[config.mk]
export PLATFORM = sky130hd
export DESIGN_NAME = limit_guard
export DESIGN_NICKNAME = d
export VERILOG_FILES = /design/src/limit_guard_pkg.sv /design/src/limit_guard.sv
export VERILOG_INCLUDE_DIRS = /design/src
export SDC_FILE = /design/constraint.sdc
export NUM_CORES = 1
export LEC_CHECK = 0
export ABC_CLOCK_PERIOD_IN_PS = 6900
export BUFFER_PORTS_ARGS = -buffer_cell sky130_fd_sc_hd__buf_2
export CAP_MARGIN = 0
export CELL_PAD_IN_SITES_DETAIL_PLACEMENT = 1
export CELL_PAD_IN_SITES_GLOBAL_PLACEMENT = 2
export CORE_ASPECT_RATIO = 1.5
export CORE_MARGIN = 2
export CORE_UTILIZATION = 37
export CTS_BUF_LIST = sky130_fd_sc_hd__clkbuf_8
export DETAILED_ROUTE_END_ITERATION = 6
export PLACE_DENSITY_LB_ADDON = 0.15
export SYNTH_ARGS = -nofsm -noshare
export SYNTH_HDL_FRONTEND = slang
export SYNTH_SLANG_ARGS = --single-unit
[constraint.sdc]
create_clock -name pclk -period 6.9 [get_ports pclk]
set_clock_uncertainty 0.05 [all_clocks]
set_input_delay 0.69 -clock pclk [delete_from_list [all_inputs] [get_ports pclk]]
set_output_delay 0.69 -clock pclk [all_outputs]
set_load 0.02 [all_outputs]
[src/limit_guard_regs.svh]
`ifndef LIMIT_GUARD_REGS_SVH
`define LIMIT_GUARD_REGS_SVH
// register byte offsets
`define OFS_LIMIT_SEL     12'h000
`define OFS_STOP_SEL      12'h004
`define OFS_STOP_TORQUE   12'h008
`define OFS_OVERRUN_LIM   12'h00c
`define OFS_FOLLOW_WIN    12'h010
`define OFS_INPUT_MAP     12'h014
`define OFS_CONTROL       12'h018
`define OFS_STATUS        12'h01c
`define OFS_EVENT         12'h020
// reset values
`define RST_LIMIT_SEL     2'h1
`define RST_STOP_SEL      2'h0
`define RST_STOP_TORQUE   13'h0000
`define RST_OVERRUN_LIM   32'h0000_0000
`define RST_FOLLOW_WIN    32'h0000_0000
`define RST_INPUT_MAP     4'h0
// control register bit positions
`define CTL_SERVO_ON      0
`define CTL_POS_MODE      1
`define CTL_FULL_CLOSED   2
`define CTL_TRIAL         3
`define CTL_FFT           4
`define CTL_POS_INIT      5
`define CTL_CLR_ERR       6
// input map bit positions
`define MAP_FWD_SWAP      0
`define MAP_FWD_INV       1
`define MAP_REV_INV       2
// event bit positions
`define EVT_ERR38         0
`define EVT_ERR24         1
`define EVT_ERR34         2
`define EVT_WARN_B1       3
// torque and speed limits
`define STOP_TORQUE_MAX   13'd5000
`define STOP_SPEED_RPM    30
`endif

[src/limit_guard_pkg.sv]
package limit_guard_pkg;
    typedef enum logic [1:0] {
        STOP_DYN_BRAKE,
        STOP_FREE_RUN,
        STOP_IMMEDIATE,
        STOP_RSVD
    } stop_method_e;

    typedef enum {
        ST_RUN,
        ST_DECEL,
        ST_STOPPED,
        ST_FAULT
    } guard_state_e;
endpackage

[src/limit_guard.sv]
// Contract
// limit inputs ignored by default; act only for selection 0 or 2
// input terminal mapping and polarity reassignable by software
// stop selection picks dynamic brake, free run or immediate stop; counter cleared
// stop 0/1: zero torque toward prohibited side, counter held after stop
// stop 2: normal torque after stop; counter cleared at end, then held
// selection 2: either input open raises error 38; fault reaction governs
// fault reaction option overrides limit stop selection for any error
// deceleration ends at 30 r/min or below; post-stop behaviour then
// immediate stop keeps servo on, closed loop, torque capped by stop torque
// stop torque 0..500% in 0.1% steps; zero selects normal limit
// immediate stop raises error 24 when error exceeds following window
// warning B1 on command toward open limit while stopped
// open forward limit blocks forward only; open reverse blocks reverse only
// overrun error 34 and stop when position leaves the allowed band
// overrun check only in position or fully-closed mode with servo on
// range cleared at power-up and whenever position error is cleared
// range cleared at trial start/end and position data initialisation
// on overrun, stop follows fault reaction option
// overrun check suspended during frequency-response analysis
// with no command the band is the overrun limit each side of hold
// with commands the band covers all commanded travel plus limit each end
// selection 0: both inputs open raises error 38
// conditions evaluated and acted on in every control cycle
//
// The APB interface to the registers and the register addresses were chosen for this implementation.
`timescale 1ns/1ps
`include "limit_guard_regs.svh"

module limit_guard
    import limit_guard_pkg::*;
#(
    parameter int POS_W  = 32,
    parameter int SPD_W  = 16,
    parameter int TRQ_W  = 13
) (
    input  wire logic             pclk,
    input  wire logic             presetn,
    input  wire logic             clk_en,
    input  wire logic             psel,
    input  wire logic             penable,
    input  wire logic             pwrite,
    input  wire logic [11:0]      paddr,
    input  wire logic [31:0]      pwdata,
    input  wire logic [3:0]       pstrb,
    output logic      [31:0]      prdata,
    output logic                  pready,
    output logic                  pslverr,
    input  wire logic             limit_pin_a,
    input  wire logic             limit_pin_b,
    input  wire logic [SPD_W-1:0] speed_abs_rpm,
    input  wire logic             cmd_valid,
    input  wire logic             cmd_dir_fwd,
    input  wire logic [POS_W-1:0] cmd_position,
    input  wire logic [POS_W-1:0] act_position,
    input  wire logic [POS_W-1:0] pos_error_abs,
    input  wire logic [TRQ_W-1:0] normal_torque_limit,
    output logic                  brake_dynamic,
    output logic                  drive_off,
    output logic                  servo_hold_on,
    output logic                  block_fwd,
    output logic                  block_rev,
    output logic                  err_counter_clear,
    output logic                  err_counter_hold,
    output logic      [TRQ_W-1:0] torque_limit,
    output logic                  fault_reaction,
    output logic                  err38,
    output logic                  err24,
    output logic                  err34,
    output logic                  warn_b1
);
    // configuration and event registers
    logic [1:0]       limit_sel_reg;
    logic [1:0]       stop_sel_reg;
    logic [TRQ_W-1:0] stop_torque_reg;
    logic [POS_W-1:0] overrun_lim_reg;
    logic [POS_W-1:0] follow_win_reg;
    logic [3:0]       input_map_reg;
    logic [6:0]       control_reg;
    logic [3:0]       event_reg;
    logic [3:0]       event_next;
    logic             ctl_pulse_reg;
    logic             pin_a_s1_reg, pin_a_s2_reg, pin_b_s1_reg, pin_b_s2_reg;
    guard_state_e     state_reg;
    guard_state_e     state_next;
    logic [POS_W-1:0] range_min_reg, range_max_reg;
    logic             range_valid_reg;

    function automatic logic [POS_W-1:0] sat_add(input logic [POS_W-1:0] a,
                                                 input logic [POS_W-1:0] b);
        logic [POS_W:0] s;
        s = {1'b0, a} + {1'b0, b};
        sat_add = s[POS_W] ? {POS_W{1'b1}} : s[POS_W-1:0];
    endfunction

    function automatic logic [POS_W-1:0] sat_sub(input logic [POS_W-1:0] a,
                                                 input logic [POS_W-1:0] b);
        sat_sub = (a > b) ? a - b : '0;
    endfunction

    // apb decode
    wire       acc     = psel & penable;
    wire       wr_en   = acc & pwrite & clk_en;
    wire       hit_ls  = paddr == `OFS_LIMIT_SEL;
    wire       hit_ss  = paddr == `OFS_STOP_SEL;
    wire       hit_st  = paddr == `OFS_STOP_TORQUE;
    wire       hit_ol  = paddr == `OFS_OVERRUN_LIM;
    wire       hit_fw  = paddr == `OFS_FOLLOW_WIN;
    wire       hit_im  = paddr == `OFS_INPUT_MAP;
    wire       hit_ct  = paddr == `OFS_CONTROL;
    wire       hit_sr  = paddr == `OFS_STATUS;
    wire       hit_ev  = paddr == `OFS_EVENT;
    wire       mapped  = hit_ls | hit_ss | hit_st | hit_ol | hit_fw | hit_im | hit_ct
                         | hit_sr | hit_ev;
    // torque above 500.0% is refused as a slave error rather than clipped silently
    wire       bad_trq = hit_st & pwrite & (pwdata[TRQ_W-1:0] > `STOP_TORQUE_MAX
                                           || pwdata[31:TRQ_W] != '0);
    wire       wr_ok   = wr_en & ~bad_trq & pstrb[0];

    assign pready  = 1'b1;
    assign pslverr = acc & (~mapped | bad_trq);

    // limit pins come from switches: two-stage synchroniser each
    // reset to the closed level so no false open is seen just after reset
    always_ff @(posedge pclk or negedge presetn) begin
        if (!presetn) begin
            pin_a_s1_reg <= 1'b1;
            pin_a_s2_reg <= 1'b1;
            pin_b_s1_reg <= 1'b1;
            pin_b_s2_reg <= 1'b1;
        end else if (clk_en) begin
            pin_a_s1_reg <= limit_pin_a;
            pin_a_s2_reg <= pin_a_s1_reg;
            pin_b_s1_reg <= limit_pin_b;
            pin_b_s2_reg <= pin_b_s1_reg;
        end
    end

    // terminal allocation and logic; a pin high means closed (normal) unless inverted
    wire fwd_raw   = input_map_reg[`MAP_FWD_SWAP] ? pin_b_s2_reg : pin_a_s2_reg;
    wire rev_raw   = input_map_reg[`MAP_FWD_SWAP] ? pin_a_s2_reg : pin_b_s2_reg;
    wire forward_limit_input = fwd_raw ^ input_map_reg[`MAP_FWD_INV];
    wire reverse_limit_input = rev_raw ^ input_map_reg[`MAP_REV_INV];
    wire lim_en    = (limit_sel_reg == 2'd0) | (limit_sel_reg == 2'd2);
    wire fwd_open  = lim_en & ~forward_limit_input;
    wire rev_open  = lim_en & ~reverse_limit_input;

    // control bits and derived conditions
    wire servo_on  = control_reg[`CTL_SERVO_ON];
    wire pos_mode  = control_reg[`CTL_POS_MODE] | control_reg[`CTL_FULL_CLOSED];
    wire stopped   = speed_abs_rpm <= SPD_W'(`STOP_SPEED_RPM);
    wire any_err   = |event_reg[`EVT_ERR34:`EVT_ERR38];
    wire err38_set = (limit_sel_reg == 2'd2 & (fwd_open | rev_open))
                   | (limit_sel_reg == 2'd0 & fwd_open & rev_open);
    wire trip      = (fwd_open | rev_open) & ~err38_set;
    wire toward_open = cmd_valid & ((cmd_dir_fwd & fwd_open) | (~cmd_dir_fwd & rev_open));
    wire decel     = state_reg == ST_DECEL;
    wire imm       = stop_sel_reg == STOP_IMMEDIATE;
    wire err24_set = decel & imm & (pos_error_abs > follow_win_reg);
    wire b1_set    = stopped & toward_open;

    // stop sequencer, evaluated every enabled cycle
    always_comb begin
        state_next = state_reg;
        case (state_reg)
            ST_RUN:     if (any_err) state_next = ST_FAULT;
                        else if (trip) state_next = stopped ? ST_STOPPED : ST_DECEL;
            ST_DECEL:   if (any_err) state_next = ST_FAULT;
                        else if (stopped) state_next = ST_STOPPED;
            ST_STOPPED: if (any_err) state_next = ST_FAULT;
                        else if (!trip) state_next = ST_RUN;
            ST_FAULT:   if (!any_err) state_next = ST_RUN;
            default:    state_next = ST_RUN;
        endcase
    end

    always_ff @(posedge pclk or negedge presetn) begin
        if (!presetn) state_reg <= ST_RUN;
        else if (clk_en) state_reg <= state_next;
    end

    // deceleration outputs; fault state hands the stop to the fault reaction
    // every stop method clears the counter for the whole deceleration,
    // its last cycle included, and the stopped state holds it afterwards
    wire ctr_clr   = decel | ~servo_on
                   | control_reg[`CTL_CLR_ERR];
    wire [TRQ_W-1:0] stop_trq = (stop_torque_reg == '0) ? normal_torque_limit
                              : stop_torque_reg;

    always_ff @(posedge pclk or negedge presetn) begin
        if (!presetn) begin
            brake_dynamic     <= 1'b0;
            drive_off         <= 1'b0;
            servo_hold_on     <= 1'b0;
            block_fwd         <= 1'b0;
            block_rev         <= 1'b0;
            err_counter_clear <= 1'b0;
            err_counter_hold  <= 1'b0;
            torque_limit      <= '0;
            fault_reaction    <= 1'b0;
        end else if (clk_en) begin
            brake_dynamic     <= decel & stop_sel_reg == STOP_DYN_BRAKE;
            drive_off         <= decel & stop_sel_reg == STOP_FREE_RUN;
            servo_hold_on     <= decel & imm;
            block_fwd         <= fwd_open;
            block_rev         <= rev_open;
            err_counter_clear <= ctr_clr;
            err_counter_hold  <= state_reg == ST_STOPPED;
            torque_limit      <= (decel & imm) ? stop_trq : normal_torque_limit;
            fault_reaction    <= state_next == ST_FAULT;
        end
    end

    // commanded range tracker and overrun check
    wire range_clr = ~servo_on | ctr_clr | control_reg[`CTL_TRIAL]
                   | control_reg[`CTL_POS_INIT];
    wire [POS_W-1:0] lo_pos  = range_valid_reg ? range_min_reg : cmd_position;
    wire [POS_W-1:0] hi_pos  = range_valid_reg ? range_max_reg : cmd_position;
    wire [POS_W-1:0] band_lo = sat_sub(lo_pos, overrun_lim_reg);
    wire [POS_W-1:0] band_hi = sat_add(hi_pos, overrun_lim_reg);
    wire chk_on    = pos_mode & servo_on & ~control_reg[`CTL_FFT];
    wire err34_set = chk_on & (act_position < band_lo | act_position > band_hi);

    // range widens with each command; a trial toggle is held as a clear level
    always_ff @(posedge pclk or negedge presetn) begin
        if (!presetn) begin
            range_valid_reg <= 1'b0;
            range_min_reg   <= '0;
            range_max_reg   <= '0;
        end else if (clk_en) begin
            if (range_clr) begin
                range_valid_reg <= 1'b0;
                range_min_reg   <= '0;
                range_max_reg   <= '0;
            end else begin
                range_valid_reg <= 1'b1;
                range_min_reg   <= (cmd_position < lo_pos) ? cmd_position : lo_pos;
                range_max_reg   <= (cmd_position > hi_pos) ? cmd_position : hi_pos;
            end
        end
    end

    // sticky events: set wins over a write-one-to-clear in the same cycle
    wire [3:0] ev_set = {b1_set, err34_set, err24_set, err38_set};
    wire [3:0] ev_clr = (wr_ok & hit_ev) ? pwdata[3:0] : 4'h0;
    assign event_next = (event_reg & ~ev_clr) | ev_set;

    always_ff @(posedge pclk or negedge presetn) begin
        if (!presetn) event_reg <= 4'h0;
        else if (clk_en) event_reg <= event_next;
    end

    assign err38 = event_reg[`EVT_ERR38];
    assign err24 = event_reg[`EVT_ERR24];
    assign err34 = event_reg[`EVT_ERR34];
    assign warn_b1 = event_reg[`EVT_WARN_B1];

    // register writes; clr and init bits self-clear after one cycle
    always_ff @(posedge pclk or negedge presetn) begin
        if (!presetn) begin
            limit_sel_reg   <= `RST_LIMIT_SEL;
            stop_sel_reg    <= `RST_STOP_SEL;
            stop_torque_reg <= `RST_STOP_TORQUE;
            overrun_lim_reg <= `RST_OVERRUN_LIM;
            follow_win_reg  <= `RST_FOLLOW_WIN;
            input_map_reg   <= `RST_INPUT_MAP;
            control_reg     <= 7'h00;
            ctl_pulse_reg   <= 1'b0;
        end else if (clk_en) begin
            ctl_pulse_reg <= 1'b0;
            if (ctl_pulse_reg) begin
                control_reg[`CTL_POS_INIT] <= 1'b0;
                control_reg[`CTL_CLR_ERR]  <= 1'b0;
            end
            if (wr_ok) begin
                if (hit_ls) limit_sel_reg   <= pwdata[1:0];
                if (hit_ss) stop_sel_reg    <= pwdata[1:0];
                if (hit_st) stop_torque_reg <= pwdata[TRQ_W-1:0];
                if (hit_ol) overrun_lim_reg <= pwdata[POS_W-1:0];
                if (hit_fw) follow_win_reg  <= pwdata[POS_W-1:0];
                if (hit_im) input_map_reg   <= pwdata[3:0];
                if (hit_ct) begin
                    control_reg   <= pwdata[6:0];
                    ctl_pulse_reg <= 1'b1;
                end
            end
        end
    end

    // read mux
    wire [31:0] status_word = {24'h0, 1'b0, 2'(state_reg), stopped,
                               range_valid_reg, chk_on, fwd_open, rev_open};
    always_ff @(posedge pclk or negedge presetn) begin
        if (!presetn) prdata <= 32'h0;
        else if (clk_en & psel & ~penable & ~pwrite) begin
            prdata <= ({32{hit_ls}} & {30'h0, limit_sel_reg})
                    | ({32{hit_ss}} & {30'h0, stop_sel_reg})
                    | ({32{hit_st}} & {19'h0, stop_torque_reg})
                    | ({32{hit_ol}} & overrun_lim_reg)
                    | ({32{hit_fw}} & follow_win_reg)
                    | ({32{hit_im}} & {28'h0, input_map_reg})
                    | ({32{hit_ct}} & {25'h0, control_reg})
                    | ({32{hit_sr}} & status_word)
                    | ({32{hit_ev}} & {28'h0, event_reg});
        end
    end

    // checks
    a_err38_both: assert property (@(posedge pclk) disable iff (!presetn)
        clk_en && limit_sel_reg == 2'd0 && fwd_open && rev_open |=> err38)
        else $error("both limits open without error 38");
    a_err38_any: assert property (@(posedge pclk) disable iff (!presetn)
        clk_en && limit_sel_reg == 2'd2 && (fwd_open || rev_open) |=> err38)
        else $error("limit open under selection 2 without error 38");
    a_ignore_sel1: assert property (@(posedge pclk) disable iff (!presetn)
        limit_sel_reg == 2'd1 |-> !fwd_open && !rev_open)
        else $error("limit acted on while disabled");
    a_block_dir: assert property (@(posedge pclk) disable iff (!presetn)
        clk_en && fwd_open && !rev_open |=> block_fwd && !block_rev)
        else $error("wrong direction blocked");
    a_decel_end: assert property (@(posedge pclk) disable iff (!presetn)
        clk_en && decel && stopped && !any_err |=> state_reg == ST_STOPPED)
        else $error("deceleration did not end at low speed");
    a_imm_torque: assert property (@(posedge pclk) disable iff (!presetn)
        clk_en && decel && imm && stop_torque_reg != '0 |=> torque_limit == $past(stop_torque_reg))
        else $error("immediate stop torque not applied");
    a_overrun_hit: assert property (@(posedge pclk) disable iff (!presetn)
        clk_en && err34_set |=> err34)
        else $error("overrun not flagged");
    a_overrun_gate: assert property (@(posedge pclk) disable iff (!presetn)
        clk_en && !err34 && (!servo_on || control_reg[`CTL_FFT]) |=> !err34)
        else $error("overrun checked while disabled");
    a_range_clear: assert property (@(posedge pclk) disable iff (!presetn)
        clk_en && !servo_on |=> !range_valid_reg && range_max_reg == '0)
        else $error("range not cleared at servo off");
    a_warn_b1: assert property (@(posedge pclk) disable iff (!presetn)
        clk_en && stopped && toward_open |=> warn_b1)
        else $error("command warning missing");
endmodule

==> impl_metrics.toml, run 1 <==
[outcome]
violations = "hold timing"
outcome = "finished with violations"

[floorplanning]
pin_count = 242
coreArea_um2 = 47800
die_w_um = 184
die_h_um = 274
initial_utilization_pct = 37.6
rows = 98
die_area_um2 = 50400

[routing]
first_pass_iters = 5
via_count = 16484
route.detailed.drc = 0
detail_route.wirelength_um = 67600
via_per_inst = 5.75
wire_per_inst_um = 23.6
initialDrtViolationCount = 676
drtAntennaViolNets = 0

[worst_setup_path]
slowest_stage = "dfrtp_2"
arrival_ns = 6.66
cp-end-kind = "flop"
crit_path_max_incr_delay_ns = 0.82
worst_setup_path_start_kind = "flop"
worstSetupPathType = "flop to flop"
crit_chain = "o21ai_0 -> ha_1 -> fa_1 -> a21o_1 -> a221oi_2 -> a211o_1 -> nand3_1 -> buf_4 -> a21o_1 -> a21o_1 -> a221oi_1 -> xnor2_1 -> nor2_1 -> ha_1 -> nand4_1 -> nor2_1 -> nand4_1 -> o21ai_0 -> o31ai_1 -> a211oi_1 -> a221o_1"
crit_path_max_fanout = 34
crit_top_cell = "a21o_1"
cp.required_ns = 7.37

[cts]
cts_inserted_buffers = 43
clockBufferDepth = 3
cts_setup_buffers = 0
insertion_delay_ns = 0.59
clock-sinks = 251
htreeDepth = 2
clkTransAtPathRegs_ns = 0.06
root_buffer = "clkbuf_8"
cts_tree = "built"

[sta]
worstMarginPinSlew_ns = 1.20
finalCritPeriodShare_pct = 89.7
fmax_mhz = 162
setup_viol = 0
hold_slack_ns = -0.00369
tns_ns = 0
period_minus_slack_ns = 6.19
maxSlewHeadroom_pct = 19.8
final_max_slew_viol_count = 0
finalHoldViolCount = 1
rsz0062_at_grt = "no"

[layout]
final_nets = 2645
final_layout_size_suffix_gt1_share_pct = 17.1
synthToLayoutAreaGrowth_pct = 15.3
fin_util_pct = 43.3

[place]
io_buffers = 237
place_hpwl_um = 54100
finalWeightedCongestion = 0.899

[power_and_ir_drop]
ir_worst_vdd_uv = 121
swShare_pct = 30.6
p_leak_nw = 10.4
cellPowerDensity_nw_per_um2 = 179
p_switching_w = 0.00113
clockPowerShare_pct = 38.6
power_frac_comb_pct = 19.4
seqPwrFrac_pct = 42.1
p_int_w = 0.00257

[yosys]
ys_types = 82
synth_cells = 2014
netlist_area_um2 = 18000
syn-num-nets = 2421
synth_edf_count = 0
yosysSeqAreaShare_pct = 35.0
syn_avg_cell_area_um2 = 8.92
ys_async_sr_fraction_pct = 100
ys_warn_count = 0
synth_seq_cells = 251
synthFlopType = "dfrtp_1"

[grt]
grt_pass1_vias = 17561
track_usage_pct = 26.5
antenna_found_initial = 1
grt_remaining_overflow = 0
grt_pass1_wl_um = 101000
grt_max_degree = 173

[hold_path]
hold_class = "input port to asynchronous set/reset pin"

[job]
cap_violations = 0
==> power by group through the flow <==
stage,registers (W),logic (W),clock network [W]
6_report,0.00156,0.000717,0.00143
5_1_grt,0.00156,0.000793,0.00153
4_1_cts,0.00156,0.000722,0.00148
3_5_place_dp,0.00159,0.000717,0
3_3_place_gp,0.00158,0.000698,0
2_1_floorplan,0.00164,0.000347,0
==> worst paths after layout <==
path / startpoint / endpoint / slack, ns / depth (start not counted)
hold / removal: presetn / prdata[8]$_DFFE_PN0P_ / -0.004 / 1
setup reg to reg: range_valid_reg$_DFFE_PN0P_ / event_reg[2]$_DFFE_PN0P_ / 0.71 / 21
min in group pclk: limit_pin_b / pin_b_s1_reg$_DFFE_PN1P_ / 0.30 / 2
max in group asynchronous: presetn / range_valid_reg$_DFFE_PN0P_ / 5.35 / 2
hold reg to reg: state_reg[29]$_DFFE_PN0P_ / state_reg[29]$_DFFE_PN0P_ / 0.44 / 1
setup / recovery: range_valid_reg$_DFFE_PN0P_ / event_reg[2]$_DFFE_PN0P_ / 0.71 / 21
==> Yosys cell counts (12+ instances only) <==
cell type,instances,area [um^2]
nand2_1,159,597
nand3_1,47,235
a21oi_1,203,1020
dfrtp_1,246,6160
a21o_1,64,480
nor3_1,17,85.1
o211ai_1,19,143
mux2_2,31,349
a22o_1,74,648
xnor2_1,32,280
nand4_1,32,200
mux2i_1,15,150
o21ai_0,126,631
buf_2,22,110
a31oi_1,14,87.6
nand2b_1,13,81.3
a222oi_1,13,130
nor2_1,128,480
a22oi_1,23,173
clkbuf_1,46,173
nor2b_1,73,457
o21a_1,15,113
and3_1,16,100
xor2_1,23,201
inv_1,157,589
nor4_1,20,125
ha_1,222,2780
and2_1,18,113
a211oi_1,12,90.1
==> cell type report <==
cell class	count	area, um^2
multi-input cells	1524	10800
repair buffers	261	1400
diodes	1	2.50
clock inverters	20	149
well taps	600	751
clock buffers	54	743
inverters	157	589
flip-flops and latches	251	6290
fillers	5702	27100
==> critical path: cells and delay by family, from the launching register on <==
kind	cells	cell delay [ns]
AO/OA/AOI/OAI	11	2.82
adder cells (fa/ha/maj)	3	1.07
AND/OR/NAND/NOR	5	0.90
flip-flops	1	0.82
buffers and inverters	1	0.26
XOR/XNOR	1	0.17
==> per-stage QoR <==
step                power (W)  hold slack, ns  area [um^2]  setup WS [ns]  cells
floorplan             0.00199           0.344        18000           1.70   2014
global placement      0.00228           0.420        19800          0.625   2793
detailed placement    0.00230           0.427        19800          0.419   2793
CTS                   0.00376          0.0139        20700          0.396   2867
global route          0.00389          0.0412        20700          0.296   2868
finish                0.00370        -0.00369        20700          0.712   2868
==> timing repair <==
| action | CTS | global route |
|---|---|---|
| gates resized for setup | 0 | 1 |
| hold buffers | 0 | 0 |
| setup endpoints to repair | 0 | 1 |
==> cells in the final DEF (no fill, tap or decap), types with 18 or more instances in the layout <==
cell | synthesis | routed
dfrtp_1 | 246 | 245
buf_2 | 22 | 236
ha_1 | 222 | 222
a21oi_1 | 203 | 203
inv_1 | 157 | 170
nand2_1 | 159 | 159
nor2_1 | 128 | 128
o21ai_0 | 126 | 126
a22o_1 | 74 | 74
nor2b_1 | 73 | 72
a21o_1 | 64 | 64
clkbuf_8 | 0 | 54
nand3_1 | 47 | 47
nand4_1 | 32 | 32
xnor2_1 | 32 | 32
mux2_2 | 31 | 31
a22oi_1 | 23 | 23
xor2_1 | 23 | 23
buf_4 | 3 | 22
nor4_1 | 20 | 20
o211ai_1 | 19 | 19
and2_1 | 18 | 18
==> layer usage <==
layer | track usage (%) | wire [um]
met1 | 30.2 | 27000
met4 | 15.3 | 4100
met3 | 2.75 | 2400
met2 | 47.9 | 34100
met5 | 0 | 0
==> kinds of logic after synthesis <==
family          share of synthesized area [%]
other cells                            0.0209
fa+ha+maj                                15.7
mux                                      2.78
compound gates                           23.3
simple gates                             15.3
flops                                    35.0
buf+inv                                  5.21
xor+xnor                                 2.68
Note: power is estimated with default switching activity, not from simulation.
==> run 2, diff against run 1 <==
Settings changed: CORE_MARGIN 2 to unset.
==> impl_metrics.toml, run 2 (synthesis results as in run 1) <==
[layout]
layout_commonest_cell = "dfrtp_1"
final_layout_size_suffix_gt1_share_pct = 17.2
final_cell_mix = "dfrtp_1 (245), buf_2 (236), ha_1 (222)"
synthToLayoutAreaGrowth_pct = 15.3
nFillCells = 5668
final_nets = 2647
fin_util_pct = 43.3

[power_and_ir_drop]
ir_worst_vdd_uv = 117
p_leak_nw = 10.3
cellPowerDensity_nw_per_um2 = 177

[cts]
cts-hold-fix-buffers = 0
htreeDepth = 2
cts_setup_buffers = 0
cts_tree = "built"
root_buffer = "clkbuf_8"
post_cts.resized_instances = 0
clock-sinks = 251
clockBufferDepth = 3
clkTransAtPathRegs_ns = 0.07
insertion_delay_ns = 0.59
cts_inserted_buffers = 43

[job]
cap_violations = 0

[sta]
setup_viol = 0
maxSlewHeadroom_pct = 34.7
worstMarginPinSlew_ns = 0.969
tns_ns = 0
fmax_mhz = 161
finalCritPeriodShare_pct = 90.2
final_max_slew_viol_count = 0
finalHoldViolCount = 0
hold_slack_ns = 0.0620
rsz0062_at_grt = "no"
period_minus_slack_ns = 6.22

[worst_setup_path]
worst_setup_path_start_kind = "flop"
cp-end-kind = "flop"
crit_path_max_fanout = 20
crit_buf_inv = 2
arrival_ns = 6.70
cp.required_ns = 7.38
worstSetupPathType = "flop to flop"
r2r_start = "range_valid_reg$_DFFE_PN0P_"
crit_end = "event_reg[2]$_DFFE_PN0P_"
r2r_cells = 22
crit_family = "compound AO/OA/AOI/OAI gates"
r2r_slack_ns = 0.68
crit_top_cell = "o21ai_0"
worst-path-stages = 22
slowest_stage = "nor2b_2"
crit_path_start = "range_valid_reg$_DFFE_PN0P_"
crit_chain = "buf_4 -> o21ai_0 -> ha_1 -> fa_1 -> a21o_1 -> a221oi_2 -> a211o_1 -> nand3_1 -> nand3_1 -> and3b_1 -> o21ai_0 -> nor2b_2 -> buf_4 -> nor2_1 -> ha_1 -> nand4_1 -> nor2_1 -> nand4_1 -> o21ai_0 -> o31ai_1 -> a211oi_1 -> a221o_1"
r2r-end = "event_reg[2]$_DFFE_PN0P_"
crit_path_max_incr_delay_ns = 0.71

[place]
io_buffers = 237
place_hpwl_um = 53600
finalWeightedCongestion = 0.894

[floorplanning]
rows = 98
initial_utilization_pct = 37.6
coreArea_um2 = 47800
pin_count = 242
die_w_um = 182
die_area_um2 = 49500
die_h_um = 272

[routing]
via_count = 16273
initialDrtViolationCount = 744
first_pass_iters = 5
drtAntennaViolNets = 0
route.detailed.drc = 0
via_per_inst = 5.67
detail_route.wirelength_um = 66700
wire_per_inst_um = 23.2

[grt]
grt_pass1_vias = 17643
track_usage_pct = 27.1
grt_pass1_wl_um = 103000
grt_remaining_overflow = 0
grt_max_degree = 92
antenna_found_initial = 3

[outcome]
outcome = "complete, no violations"

[hold_path]
hold_class = "input port to asynchronous set/reset pin"
-- run 2: changes by cell type in the layout (fill, tap and decap cells not counted) --
| cell | before | now |
|---|---|---|
| clkinv_2 | 2 | 4 |
| diode_2 | 1 | 2 |
| bufinv_16 | 2 | 1 |
| buf_4 | 22 | 24 |
| nor2b_2 | 0 | 1 |
| inv_6 | 0 | 2 |
| a211o_2 | 0 | 1 |
| nor2b_4 | 1 | 0 |
| a211o_1 | 5 | 4 |
| inv_8 | 2 | 0 |
-- run 2: cell type report --
type	instances	area (um^2)	share of cell area, %
Clock buffer	54	743	3.59
Inverter	157	589	2.84
Timing Repair Buffer	263	1420	6.84
Sequential cell	251	6290	30.4
Multi-Input combinational cell	1524	10800	52.1
Tap cell	600	751	3.62
Clock inverter	21	124	0.598
Antenna cell	2	5.00	0.0242
-- run 2: power breakdown --
group	switching (W)	leakage, nW	internal [W]
Sequential	0.0000348	3.01	0.00153
Combinational	0.000451	6.84	0.000262
Clock	0.000661	0.496	0.000742
-- run 2: worst reg2reg max path, cell delays in order (launching register included) --
cell and delay (ns):
dfrtp_2 0.58, buf_4 0.26, o21ai_0 0.47, ha_1 0.32
fa_1 0.24, a21o_1 0.16, a221oi_2 0.10, a211o_1 0.27
nand3_1 0.33, nand3_1 0.11, and3b_1 0.24, o21ai_0 0.20
nor2b_2 0.71, buf_4 0.26, nor2_1 0.05, ha_1 0.28
nand4_1 0.10, nor2_1 0.23, nand4_1 0.19, o21ai_0 0.39
o31ai_1 0.15, a211oi_1 0.31, a221o_1 0.15
-- run 2: how the worst min path moves through the flow --
stage	start	endpoint	slack (ns)	depth (start not counted)
floorplan	presetn	block_fwd$_DFFE_PN0P_	0.34	0
global placement	ctl_pulse_reg$_DFFE_PN0P_	ctl_pulse_reg$_DFFE_PN0P_	0.41	1
detailed placement	ctl_pulse_reg$_DFFE_PN0P_	ctl_pulse_reg$_DFFE_PN0P_	0.42	1
CTS	presetn	prdata[10]$_DFFE_PN0P_	0.07	1
global route	presetn	torque_limit[10]$_DFFE_PN0P_	0.09	1
finish	presetn	torque_limit[10]$_DFFE_PN0P_	0.06	1
-- run 2: through the flow --
stage                     instance area [um^2]  total power, W  instances  setup slack, ns
final                                    20700         0.00368       2872            0.678
after CTS                                20700         0.00373       2870            0.592
after detailed placement                 19800         0.00230       2795            0.544
after global placement                   19800         0.00229       2795            0.670
after global routing                     20700         0.00386       2871            0.277
after floorplan                          18000         0.00199       2014             1.70
-- run 2: layer usage --
layer,wire length (um),track usage [%]
met5,0,0
met4,2250,9.29
met3,1920,2.31
met2,35300,51.8
met1,27300,31.3
==> run 3, diff against run 2 <==
Settings changed: ABC_CLOCK_PERIOD_IN_PS 6900 to 5800, CTS_CLUSTER_SIZE set to 25, GPL_TIMING_DRIVEN set to 0.
Clock period 6.9 ns to 5.8 ns, I/O delays scaled along.
==> impl_metrics.toml, run 3 (synthesis results as in run 1) <==
[worst_setup_path]
crit_path_max_fanout = 10
worstSetupPathType = "flop to flop"
cp-end-kind = "flop"
worst_setup_path_start_kind = "flop"
cp.required_ns = 6.22
r2r_cells = 26
r2r-end = "event_reg[2]$_DFFE_PN0P_"
crit_path_start = "range_valid_reg$_DFFE_PN0P_"
arrival_ns = 5.99
r2r_slack_ns = 0.23
r2r_start = "range_valid_reg$_DFFE_PN0P_"

[layout]
nFillCells = 5669
stdcell_area_um2 = 21200
final_cell_mix = "buf_2 (257), dfrtp_1 (245), ha_1 (217)"
final_nets = 2708
synthToLayoutAreaGrowth_pct = 17.8
layout_commonest_cell = "buf_2"
final_layout_size_suffix_gt1_share_pct = 18.8

[power_and_ir_drop]
p_leak_nw = 10.5
power_w = 0.00440
ir_worst_vdd_uv = 130
cellPowerDensity_nw_per_um2 = 208

[sta]
final_max_slew_viol_count = 0
setup_viol = 0
finalHoldViolCount = 0
worstMarginPinSlew_ns = 1.41
finalCritPeriodShare_pct = 96.0
period_minus_slack_ns = 5.57
maxSlewHeadroom_pct = 5.01
rsz0062_at_grt = "no"
finalWorstSetupSlack_ns = 0.232
fmax_mhz = 180

[hold_path]
min_delay_worst_endpoint = "torque_limit[12]$_DFFE_PN0P_"
hold_class = "input port to flop"
hold_depth = 3
hp-start = "normal_torque_limit[12]"

[floorplanning]
die_area_um2 = 49500
coreArea_um2 = 47800
rows = 98
pin_count = 242
die_w_um = 182
initial_utilization_pct = 37.6
die_h_um = 272

[grt]
antenna_found_initial = 1
track_usage_pct = 28.9
grt_pass1_vias = 18190
grt_max_degree = 97
grt_pass1_wl_um = 108000
grt_remaining_overflow = 0

[cts]
clock-sinks = 251
insertion_delay_ns = 0.60
cts_inserted_buffers = 43
htreeDepth = 2
root_buffer = "clkbuf_8"
cts_tree = "built"
clockBufferDepth = 3
clkTransAtPathRegs_ns = 0.06

[routing]
via_per_inst = 5.71
wire_per_inst_um = 24.3
route.detailed.drc = 0
detail_route.wirelength_um = 71200
via_count = 16764
initialDrtViolationCount = 880
first_pass_iters = 6
drtAntennaViolNets = 0

[place]
io_buffers = 234
placed_area_um2 = 20000
pre_cts_ws_ns = -2.46
finalWeightedCongestion = 0.927
place_hpwl_um = 58900

[job]
cap_violations = 0

[outcome]
outcome = "complete, no violations"
==> run 3: stage by stage <==
stage,hold WS (ns),instances,setup TNS (ns),util [%]
CTS,0.145,2932,0,44.0
global placement,0.403,2848,-141.93,41.6
finish,0.177,2934,0,44.3
detailed placement,0.417,2850,-3.47,41.7
global route,0.168,2933,0,44.3
floorplan,0.234,2014,0,-
==> run 3: metal layers <==
metal  routed length, um  track usage [%]
met1               27300             31.5
met2               37700             55.3
met3                2380             3.00
met4                3740             13.9
met5                   0                0
==> run 3: worst max-delay path by stage <==
stage	endpoint	depth (start not counted)
finish	event_reg[2]$_DFFE_PN0P_	26
global route	event_reg[2]$_DFFE_PN0P_	19
CTS	event_reg[2]$_DFFE_PN0P_	25
detailed placement	event_reg[2]$_DFFE_PN0P_	26
global placement	event_reg[2]$_DFFE_PN0P_	26
floorplan	event_reg[2]$_DFFE_PN0P_	26
==> run 3: what timing repair did <==
| item | CTS | global route |
|---|---|---|
| hold buffers | 1 | 0 |
| gates resized for setup | 47 | 45 |
| endpoints found under the setup margin | 51 | 1 |
| buffers inserted | 6 | 1 |
| pin swaps | 4 | 6 |
| hold endpoints to repair | 78 | 0 |
==> run 3: power breakdown <==
part	internal, W	switching (W)
clock	0.000878	0.000787
sequential	0.00182	0.0000428
combinational	0.000324	0.000557
total	0.00302	0.00139
==> run 3: cell type report <==
class | count | area [um^2] | share of cell area, %
clock inverter | 26 | 179 | 0.845
clock buffer | 50 | 688 | 3.25
timing repair buffer | 244 | 1300 | 6.13
sequential | 251 | 6290 | 29.7
inverter | 157 | 589 | 2.78
tap | 600 | 751 | 3.55
multi-input combinational | 1524 | 10900 | 51.7
buffer | 80 | 419 | 1.98
antenna | 2 | 5.00 | 0.0236
==> run 3: critical path: stages (launching register included) <==
cell	delay [ns]
dfrtp_4	0.58
buf_12	0.19
buf_8	0.17
nand2_1	0.11
o21ai_4	0.10
ha_1	0.25
fa_1	0.42
a21o_1	0.22
a221oi_4	0.31
a211o_1	0.21
nand3_4	0.15
nand3_1	0.13
and3b_2	0.21
o21ai_2	0.06
nor2b_4	0.16
buf_6	0.15
nor2_1	0.10
ha_1	0.25
a21o_1	0.17
a21o_1	0.18
a21oi_1	0.19
o211ai_1	0.14
nand2_1	0.09
o21ai_1	0.12
o31ai_1	0.30
a211oi_1	0.11
a221o_1	0.27
